### src/logic/iepr_pkg.sv
// Constants shared by the interrupt enable and priority register block.
`default_nettype none
package iepr_pkg;
   // ---------------------------------------------------------------
   // Register map
   // ---------------------------------------------------------------
   localparam logic [7:0] ADDR_ENABLE   = 8'ha8; // Enable register address.
   localparam logic [7:0] ADDR_PRIORITY = 8'hb8; // Priority register address.
   localparam logic [7:0] PAGE_PRIORITY = 8'h00; // Only page for priority.
   localparam logic [7:0] ENABLE_RESET  = 8'h00; // Enable reset value.
   localparam logic [7:0] PRIO_RESET    = 8'h80; // Priority reset value.
   localparam logic [7:0] PRIO_FIXED    = 8'h80; // Bits that always read one.
   localparam logic [7:0] BYTE_ZERO     = 8'h00; // Answer to unmapped reads.
   // ---------------------------------------------------------------
   // Field positions
   // ---------------------------------------------------------------
   localparam int GLOBAL_BIT = 7; // Global enable position.
   localparam int NUM_SRC    = 7; // Sources at bit positions 6 down to 0.
   localparam int SRC_EXT0   = 0; // First external input.
   localparam int SRC_TMR0   = 1; // Timer 0 overflow.
   localparam int SRC_EXT1   = 2; // Second external input.
   localparam int SRC_TMR1   = 3; // Timer 1 overflow.
   localparam int SRC_UART   = 4; // Serial port.
   localparam int SRC_TMR2   = 5; // Timer 2 overflows.
   localparam int SRC_SPI0   = 6; // First SPI unit.
   // ---------------------------------------------------------------
   // Service nesting states
   // ---------------------------------------------------------------
   typedef enum logic [3:0] {
      SVC_IDLE = 4'b0001, // No routine running.
      SVC_LOW  = 4'b0010, // Low level routine running.
      SVC_HIGH = 4'b0100, // High level routine running alone.
      SVC_NEST = 4'b1000  // High level routine preempting a low one.
   } iepr_svc_t;
endpackage : iepr_pkg
`default_nettype wire

### src/logic/iepr_arbiter.sv
// Combinational two-level fixed-order picker for pending requests.
`timescale 1ns/10ps
`default_nettype none
module iepr_arbiter (
   input  wire logic [6:0] i_req,        // Gated requests.
   input  wire logic [6:0] i_prio,       // Level of each source.
   input  wire logic       i_allow_low,  // Low level may be taken.
   input  wire logic       i_allow_high, // High level may be taken.
   output logic            o_valid,      // A request is chosen.
   output logic [2:0]      o_idx,        // Chosen source position.
   output logic            o_high        // Chosen request is high level.
);
   // ---------------------------------------------------------------
   // Selection
   // ---------------------------------------------------------------
   // High level wins first; within a level the lowest position wins,
   // so the loop walks downward and the last hit is kept.
   always_comb begin
      logic [6:0] hi_v;
      logic [6:0] lo_v;
      hi_v    = i_req & i_prio & {7{i_allow_high}};
      lo_v    = i_req & ~i_prio & {7{i_allow_low}};
      o_valid = 1'b0;
      o_idx   = 3'h0;
      o_high  = 1'b0;
      for (int k = 6; k >= 0; k--) begin
         if (lo_v[k] && !(|hi_v)) begin
            o_valid = 1'b1;
            o_idx   = 3'(k);
         end
      end
      for (int k = 6; k >= 0; k--) begin
         if (hi_v[k]) begin
            o_valid = 1'b1;
            o_idx   = 3'(k);
            o_high  = 1'b1;
         end
      end
   end
endmodule : iepr_arbiter
`default_nettype wire

### src/logic/iepr_top.sv
// Interrupt enable and priority registers with request arbitration.
// Notes on behaviour
// - Global enable bit 7 overrides every mask.
// - With global on, each mask decides alone.
// - Bit 6 gates the first SPI unit.
// - Bit 5 gates Timer 2, either overflow.
// - Bit 4 gates the UART request.
// - Bit 3 gates Timer 1 overflow.
// - Bit 2 gates second external input.
// - Bit 1 gates Timer 0 overflow.
// - Bit 0 gates first external input.
// - Enable at 0xa8, all pages, bit access, zero reset.
// - Priority at 0xb8, page zero only, bit access.
// - Priority bit 7 reads one, ignores writes.
// - Priority bits follow enable order, reset low.
// - High preempts low; high never preempted.
// - Decode every cycle; ties by fixed order.
`timescale 1ns/10ps
`default_nettype none
module iepr_top (
   input  wire logic       i_ref_clk,          // System clock, 10 MHz.
   input  wire logic       i_nrst,             // Asynchronous reset, active low.
   input  wire logic [7:0] i_sfr_addr,         // Register address.
   input  wire logic [7:0] i_sfr_page,         // Current register page.
   input  wire logic       i_sfr_wr,           // Byte write strobe.
   input  wire logic [7:0] i_sfr_wdata,        // Byte write data.
   input  wire logic       i_sfr_bit_wr,       // Single-bit write strobe.
   input  wire logic [2:0] i_sfr_bit_sel,      // Bit position for bit write.
   input  wire logic       i_sfr_bit_val,      // Bit value for bit write.
   input  wire logic       i_sfr_rd,           // Read strobe.
   input  wire logic       i_ext0_pend,        // First external pending flag.
   input  wire logic       i_timer0_overflow_flag,
   input  wire logic       i_ext1_pend,        // Second external pending flag.
   input  wire logic       i_timer1_overflow_flag,
   input  wire logic       i_uart_pend,        // Serial port pending flag.
   input  wire logic       i_timer2_low_overflow_flag,
   input  wire logic       i_timer2_high_overflow_flag,
   input  wire logic       i_spi0_pend,        // First SPI pending flag.
   input  wire logic       i_isr_enter,        // CPU vectors to the offered source.
   input  wire logic       i_isr_return,       // CPU finishes a routine.
   output logic [7:0]      o_sfr_rdata,        // Read data.
   output logic            o_sfr_rd_hit,       // Read hit a mapped register.
   output logic            o_irq_req,          // Request offered to the CPU.
   output logic [2:0]      o_irq_src,          // Offered source position.
   output logic            o_irq_high,         // Offered request is high level.
   output logic [6:0]      o_src_req           // Gated request of each source.
);
   // ---------------------------------------------------------------
   // Registers
   // ---------------------------------------------------------------
   logic [7:0]        enable_q, enable_d;     // Enable register.
   logic [7:0]        prio_q, prio_d;         // Priority register.
   logic [7:0]        rdata_q, rdata_d;       // Read data register.
   logic              rhit_q, rhit_d;         // Read hit register.
   logic              irq_q, irq_d;           // Offered request.
   logic [2:0]        src_q, src_d;           // Offered source.
   logic              high_q, high_d;         // Offered level.
   logic [6:0]        sreq_q, sreq_d;         // Gated request copy.
   logic [6:0]        prio_seen_q;            // Priority at offer time.
   iepr_pkg::iepr_svc_t svc_q, svc_d;         // Nesting state.
   logic [6:0]        pend;                   // Pending flags by position.
   logic [6:0]        req_vec;                // Gated requests.
   logic              pick_valid;             // Arbiter found a request.
   logic [2:0]        pick_idx;               // Arbiter choice.
   logic              pick_high;              // Arbiter choice level.
   logic              en_hit, pr_hit;         // Address decode.

   // Address decode; the priority register exists on page zero only.
   assign en_hit = (i_sfr_addr == iepr_pkg::ADDR_ENABLE);
   assign pr_hit = (i_sfr_addr == iepr_pkg::ADDR_PRIORITY) &&
                   (i_sfr_page == iepr_pkg::PAGE_PRIORITY);

   // ---------------------------------------------------------------
   // Source requests
   // ---------------------------------------------------------------
   // Pending flags land at the same position as their mask bit.
   always_comb begin
      pend                     = 7'h00;
      pend[iepr_pkg::SRC_EXT0] = i_ext0_pend;
      pend[iepr_pkg::SRC_TMR0] = i_timer0_overflow_flag;
      pend[iepr_pkg::SRC_EXT1] = i_ext1_pend;
      pend[iepr_pkg::SRC_TMR1] = i_timer1_overflow_flag;
      pend[iepr_pkg::SRC_UART] = i_uart_pend;
      pend[iepr_pkg::SRC_TMR2] = i_timer2_low_overflow_flag |
                                 i_timer2_high_overflow_flag;
      pend[iepr_pkg::SRC_SPI0] = i_spi0_pend;
   end

   // Each request is its flag and its mask, all under the global bit.
   genvar g;
   generate
      for (g = 0; g < iepr_pkg::NUM_SRC; g++) begin : g_gate
         assign req_vec[g] = pend[g] & enable_q[g] &
                             enable_q[iepr_pkg::GLOBAL_BIT];
      end
   endgenerate

   // Arbiter: the nesting state decides which levels may be offered.
   iepr_arbiter u_arb (
      .i_req        (req_vec),
      .i_prio       (prio_q[6:0]),
      .i_allow_low  (svc_q == iepr_pkg::SVC_IDLE),
      .i_allow_high ((svc_q == iepr_pkg::SVC_IDLE) ||
                     (svc_q == iepr_pkg::SVC_LOW)),
      .o_valid      (pick_valid),
      .o_idx        (pick_idx),
      .o_high       (pick_high)
   );

   // ---------------------------------------------------------------
   // Register writes and reads
   // ---------------------------------------------------------------
   // A byte write wins over a bit write in the same cycle.
   always_comb begin
      enable_d = enable_q;
      prio_d   = prio_q;
      if (i_sfr_wr && en_hit) begin
         enable_d = i_sfr_wdata;
      end else if (i_sfr_bit_wr && en_hit) begin
         enable_d[i_sfr_bit_sel] = i_sfr_bit_val;
      end
      if (i_sfr_wr && pr_hit) begin
         prio_d = i_sfr_wdata;
      end else if (i_sfr_bit_wr && pr_hit) begin
         prio_d[i_sfr_bit_sel] = i_sfr_bit_val;
      end
      prio_d = prio_d | iepr_pkg::PRIO_FIXED;
      rdata_d = iepr_pkg::BYTE_ZERO;
      rhit_d  = 1'b0;
      if (i_sfr_rd && en_hit) begin
         rdata_d = enable_q;
         rhit_d  = 1'b1;
      end else if (i_sfr_rd && pr_hit) begin
         rdata_d = prio_q | iepr_pkg::PRIO_FIXED;
         rhit_d  = 1'b1;
      end
   end

   // Register state; reset gives zero masks and low priorities.
   always_ff @(posedge i_ref_clk or negedge i_nrst) begin
      if (!i_nrst) begin
         enable_q <= iepr_pkg::ENABLE_RESET;
         prio_q   <= iepr_pkg::PRIO_RESET;
         rdata_q  <= iepr_pkg::BYTE_ZERO;
         rhit_q   <= 1'b0;
      end else begin
         enable_q <= enable_d;
         prio_q   <= prio_d;
         rdata_q  <= rdata_d;
         rhit_q   <= rhit_d;
      end
   end

   // ---------------------------------------------------------------
   // Service nesting and offered request
   // ---------------------------------------------------------------
   // Entry takes the level now offered; a return unwinds one level.
   always_comb begin
      svc_d  = svc_q;
      irq_d  = pick_valid;
      src_d  = pick_idx;
      high_d = pick_high;
      sreq_d = req_vec;
      unique case (svc_q)
         iepr_pkg::SVC_IDLE: begin
            if (i_isr_enter && irq_q) begin
               svc_d = high_q ? iepr_pkg::SVC_HIGH : iepr_pkg::SVC_LOW;
            end
         end
         iepr_pkg::SVC_LOW: begin
            if (i_isr_return) begin
               svc_d = iepr_pkg::SVC_IDLE;
            end else if (i_isr_enter && irq_q && high_q) begin
               svc_d = iepr_pkg::SVC_NEST;
            end
         end
         iepr_pkg::SVC_HIGH: begin
            if (i_isr_return) begin
               svc_d = iepr_pkg::SVC_IDLE;
            end
         end
         iepr_pkg::SVC_NEST: begin
            if (i_isr_return) begin
               svc_d = iepr_pkg::SVC_LOW;
            end
         end
         default: begin
            svc_d = iepr_pkg::SVC_IDLE;
         end
      endcase
   end

   // Offer state, refreshed every cycle.
   always_ff @(posedge i_ref_clk or negedge i_nrst) begin
      if (!i_nrst) begin
         svc_q       <= iepr_pkg::SVC_IDLE;
         irq_q       <= 1'b0;
         src_q       <= 3'h0;
         high_q      <= 1'b0;
         sreq_q      <= 7'h00;
         prio_seen_q <= 7'h00;
      end else begin
         svc_q       <= svc_d;
         irq_q       <= irq_d;
         src_q       <= src_d;
         high_q      <= high_d;
         sreq_q      <= sreq_d;
         prio_seen_q <= prio_q[6:0];
      end
   end

   assign o_sfr_rdata  = rdata_q;
   assign o_sfr_rd_hit = rhit_q;
   assign o_irq_req    = irq_q;
   assign o_irq_src    = src_q;
   assign o_irq_high   = high_q;
   assign o_src_req    = sreq_q;
endmodule : iepr_top
`default_nettype wire

### config.mk
export PLATFORM = sky130hd
export DESIGN_NAME = iepr_top
export DESIGN_NICKNAME = d
export VERILOG_FILES = /design/src/logic/iepr_pkg.sv /design/src/logic/iepr_arbiter.sv /design/src/logic/iepr_top.sv
export SDC_FILE = /design/constraint.sdc
export NUM_CORES = 1
export LEC_CHECK = 0
export ABC_CLOCK_PERIOD_IN_PS = 2280
export BUFFER_PORTS_ARGS = -buffer_cell sky130_fd_sc_hd__buf_4
export CORE_ASPECT_RATIO = 0.75
export CORE_MARGIN = 8
export CORE_UTILIZATION = 40
export DETAILED_ROUTE_END_ITERATION = 10
export PLACE_DENSITY_LB_ADDON = 0.12
export SLEW_MARGIN = 20
export SYNTH_ARGS = -nofsm -noshare
export SYNTH_HDL_FRONTEND = slang
export SYNTH_SLANG_ARGS = --single-unit
### constraint.sdc
create_clock -name i_ref_clk -period 2.28 [get_ports i_ref_clk]
set_input_delay 0.114 -clock i_ref_clk [delete_from_list [all_inputs] [get_ports i_ref_clk]]
set_output_delay 0.114 -clock i_ref_clk [all_outputs]
set_load 0.03 [all_outputs]
# == After elaboration in Yosys (flattened, before gate mapping) ==
# Cells that the tools add are included.
# totals
register_bits,40
input_bits,43
output_inout_bits,21
wordCells,119
# op_classes
magnitude_cmp,2
n_eq_ne,10
n_mux,54
n_bitwise,20
reduce_logical,24
# op_table
cell,n
3-bit two-way mux,15
8-bit two-way mux,4
7-bit AND,4
1-bit two-way mux,24
4-bit two-way mux,5
1-bit logical AND,17
8-bit bitwise mux,2
8-bit equality test (second input constant),2
4-bit case mux with 4 select lines,1
1-bit AND,14
7-bit two-way mux,2
8-bit zero test,1
7-bit NOT,1
7-bit OR reduction,1
2-bit inequality test (second input constant),3
4-bit by 1-bit equality test with 1-bit output (second input constant),1
4-bit by 2-bit equality test with 1-bit output (second input constant),1
4-bit by 3-bit equality test with 1-bit output (second input constant),1
4-bit equality test (second input constant),1
3-bit by 4-bit < comparator with 1-bit output (second input constant),1
4-bit AND reduction,1
2-bit nonzero test,2
1-bit demux with 3-bit select,1
3-bit by 1-bit >= comparator with 1-bit output (second input constant),1
4 further kinds,4

# == Depth between registers and ports, before layout ==
# depth
depth_word,22
mapped_depth,7
ltp_nobuf,6

# == By module ==
# A second synthesis with hierarchy kept.
# hier_totals
hier_cells,240
hier_area_um2,2388.5
# modules_own_cells
module,n_inst,cells_each,area_each_um2,seq_area_each_um2
iepr_top,1,196,2110.8,1002.2
iepr_arbiter,1,44,277.8,0.0

# == Least setup slack after synthesis ==
# OpenSTA, ideal clock, no wires.
# synth_path
path_type,reg2reg
from,reg svc_q[1]
to,"reg src_q[2], in the netlist o_irq_src[2]"
setup_ns,0.087
arrival_time_ns,1.686
required_ns,2.193
setup_slack_ns,0.507
path_stages_with_launch,6
path_buffers,1
synth_period_minus_slack_ns,1.773
cell_sequence,dfrtp_1 clkbuf_1 nor4b_1 o21ai_0 a21o_1 a22oi_1
# synth_between
elab_chain_len,20
elab_cells_between_ends,28
classes_between,eq/ne (2); mux (14); bitwise (2); reduce/logical (10)
# synth_rtl
item,line_no,source
start: declaration,iepr_top.sv:60,"iepr_pkg::iepr_svc_t svc_q, svc_d;"
start signal: assignment,iepr_top.sv:196,svc_q <= iepr_pkg::SVC_IDLE;
start signal: assignment,iepr_top.sv:203,svc_q <= svc_d;
4-bit by 1-bit equality test with 1-bit output or 4-bit by 2-bit equality test with 1-bit output (tied branches),"iepr_top.sv:102, iepr_top.sv:103, iepr_top.sv:104",
1-bit logical OR,iepr_top.sv:103,.i_allow_high ((svc_q == iepr_pkg::SVC_IDLE) ||
7-bit AND,iepr_arbiter.sv:21,hi_v = i_req & i_prio & {7{i_allow_high}};
7-bit OR reduction,iepr_arbiter.sv:27,if (lo_v[k] && !(|hi_v)) begin
1-bit zero test,iepr_arbiter.sv:27,
1-bit logical AND,iepr_arbiter.sv:27,
3-bit two-way mux (7 in series),iepr_arbiter.sv:27,
3-bit two-way mux (6 in series),iepr_arbiter.sv:33,if (hi_v[k]) begin
3-bit two-way mux (*),iepr_arbiter.sv:33,
net pick_idx[2],iepr_top.sv:64,logic [2:0] pick_idx;
end signal: assignment,iepr_top.sv:205,src_q <= src_d;
end: declaration,iepr_top.sv:56,"logic [2:0] src_q, src_d;"
# Mark *: on every way through the listed nets, which the timed path passes. The rest lies on a longest branch.
# A chain may end at the register's enable or synchronous reset.

# == Worst setup path in the final report ==
# layout_path
from,reg svc_q[0]
to,"reg src_q[1], in the netlist o_irq_src[1]"
# The elaborated chain is that of the path after synthesis.

==> impl_metrics.csv <==
group,metric,value,unit
sta,rsz0062_at_grt,"false",
clocking,ctsResizeCount,0,
min_path,hold_class,"input port to flop",
critical_path,critPathKind,"flop to flop",
critical_path,start_kind,"flop",
critical_path,path_max_fanout,6,
cells_and_area,n_fill_cell,508,
routing,detail-route-antenna-nets,0,
synth,synth_seq_cells,40,
synth,synth_top_area_share,44.0,%
floorplan,die_area,0.00820,sq mm
sta,setup_viol,0,
floorplan,core,0.00535,sq mm
critical_path,worstPathArrival,1.91,ns
sta,whs,0.0910,ns
sta,final.period_utilization,75.8,%
clocking,cts_buffers,5,
grt,antenna_found_initial,0,
cells_and_area,multi_input_area,0.00111,sq mm
sta,fin_skew,0.00408,ns
placed_design,place_congestion,0.859,
power,power,1610,uW
synth,synth_cell_types,48,
placed_design,place_area,0.00275,sq mm
grt,grt_pass1_vias,1859,
cells_and_area,drive_gt1_share,28.5,%
clocking,cts_buffer_depth,2,
critical_path,ff2ff_path_depth,4,
run,drv_cap,0,
cells_and_area,final_area,0.00289,sq mm
sta,timing.slew.headroom,62.9,%
min_path,min_path_cells,2,
synth,synth_flop_cell,"dfrtp_1",
grt,grt.total_usage,15.0,%
clocking,htreeDepth,2,
critical_path,end_kind,"flop",
floorplan,io_pins,64,
sta,hold_viol,0,
placed_design,dp_hpwl,4690,microns
grt,grt_first_pass_wirelength,9540,microns
sta,min_period,1.73,ns
sta,drv_slew,0,
cells_and_area,layout.area.seq,0.00100,sq mm
routing,wl_per_cell,16.1,microns
clocking,cts_root_buf,"clkbuf_8",
grt,grt_max_degree,41,
routing,via_per_inst,5.41,
synth,syn_nets,278,
outcome,status,"completed",
synth,ys_seq_area_share,45.2,%
synth,yosys_warnings,0,
clocking,holdBufCountCts,2,
synth,postSynth.asyncResetShare,100,%
synth,syn_area,0.00222,sq mm
routing,drt_iter0_drc,103,
synth,synth_edf_count,0,
routing,drc,0,
floorplan,die_h,80.5,microns
placed_design,port_buffers,63,
sta,fmax,0.579,GHz
clocking,worstSkewPairLatency,0.29,ns
synth,yosysTopAreaCell,"dfrtp_1",
cells_and_area,final_core_util,53.9,%
floorplan,initial_core_util,41.4,%
routing,first_pass_iters,4,
synth,synth_commonest_cells,"dfrtp_1 (39), nor2_1 (19), o21ai_0 (18)",
cells_and_area,diodes,0,
clocking,path_clk_slew,0.08,ns
floorplan,num_rows,23,
cells_and_area,fin_nets,340,
sta,tightest_slew,0.553,ns
synth,yosysMostFrequentCell,"dfrtp_1",
floorplan,die_w,102,microns
sta,setup_tns,0,ns
routing,vias,2019,
clocking,clock_sinks,40,
power,vdd.ir_drop.worst,0.219,mV
routing,wirelength,6000,microns
critical_path,crit_required,2.46,ns
synth,syn_inst,235,
power,power_leakage,0.00143,uW
grt,grt-ovfl-total,0,
cells_and_area,area_growth,30.2,%
power,power.density,560,mW/mm^2
synth,synth.area.top_cells,"dfrtp_1 (44%), o31ai_1 (5.1%), mux2i_1 (4.5%), o21ai_0 (4.1%), nor2_1 (3.2%)",
clocking,post_cts_buffers,0,
synth,syn_area_per_cell,9.43,sq um
clocking,cts_tree,"yes",
==> sequential cells by signal (all words and copies together) (netlist names) <==
signal,flops
svc_q,4
o_src_req,7
o_irq_req,1
o_sfr_rd_hit,1
enable_q,8
o_sfr_rdata,8
prio_q,7
o_irq_src,3
o_irq_high,1
==> power by group <==
part / total (uW) / internal (uW) / switching (uW)
sequential: 742 / 719 / 22.9
combinational: 290 / 143 / 148
clock: 583 / 330 / 253
total: 1610 / 1190 / 424
==> metal layers <==
layer  share of wire, %  wire [microns]  GRT usage, %
met2                 42            2520          21.0
met1                 48            2900          20.9
met5                  0               0             0
met4                1.3              76          5.69
met3                8.4             505          4.92
==> through the flow <==
| step | cells | setup WS, ns |
|---|---|---|
| finish | 373 | 0.552 |
| global route | 373 | 0.391 |
| CTS | 373 | 0.546 |
| detailed placement | 363 | 0.301 |
| global placement | 363 | 0.351 |
| floorplan | 235 | 0.507 |
==> path summary, 6_finish.rpt <==
| path | from | end | slack (ns) |
|---|---|---|---|
| setup reg to reg | svc_q[0]$_DFFE_PN1P_ | o_irq_src[1]$_DFF_PN0_ | 0.55 |
| hold / removal | i_ext1_pend | o_src_req[2]$_DFF_PN0_ | 0.09 |
| max in group asynchronous | i_nrst | svc_q[0]$_DFFE_PN1P_ | 1.58 |
| hold reg to reg | o_irq_req$_DFF_PN0_ | svc_q[0]$_DFFE_PN1P_ | 0.47 |
| setup / recovery | svc_q[0]$_DFFE_PN1P_ | o_irq_src[1]$_DFF_PN0_ | 0.55 |
| min in group asynchronous | i_nrst | o_src_req[2]$_DFF_PN0_ | 0.32 |
==> layout by cell type (no fill, tap or decap), types with 2 or more instances in the layout <==
| cell type | count |
|---|---|
| a21o_1 | 3 |
| a21oi_1 | 11 |
| a22o_1 | 7 |
| a31oi_1 | 6 |
| a32oi_1 | 2 |
| and3_1 | 4 |
| buf_4 | 67 |
| clkbuf_8 | 5 |
| dfrtp_1 | 39 |
| dlygate4sd3_1 | 2 |
| inv_1 | 11 |
| mux2_2 | 3 |
| mux2i_1 | 10 |
| nand2_1 | 13 |
| nand2b_1 | 4 |
| nand3_1 | 8 |
| nand3b_1 | 2 |
| nand4_1 | 5 |
| nor2_1 | 19 |
| nor3_1 | 12 |
| o211ai_1 | 2 |
| o21ai_0 | 18 |
| o221ai_1 | 2 |
| o31ai_1 | 15 |
| xnor2_1 | 2 |
==> cell type report <==
cell class,count,share of cell area [%]
Timing Repair Buffer,69,18.1
Multi-Input combinational cell,170,38.5
Sequential cell,40,34.7
Clock inverter,3,1.60
Tap cell,75,3.25
Inverter,11,1.43
Clock buffer,5,2.39
==> kinds of logic (layout without fill, tap and decap cells) <==
logic type	after synthesis	count (layout)	share of synthesized area, %
AO/OA/AOI/OAI	73	73	22.4
XOR/XNOR	2	2	0.791
buffers and inverters	25	88	4.69
flip-flops	40	40	45.2
multiplexers	13	13	6.04
AND/OR/NAND/NOR	82	82	20.9
==> worst max-delay path: stages (launching register included) <==
cell and delay (ns):
dfstp_2 0.59, xnor2_1 0.08, nor3_1 0.44, o21ai_0 0.29, a21o_1 0.22
(Power assumes the default switching activity.)
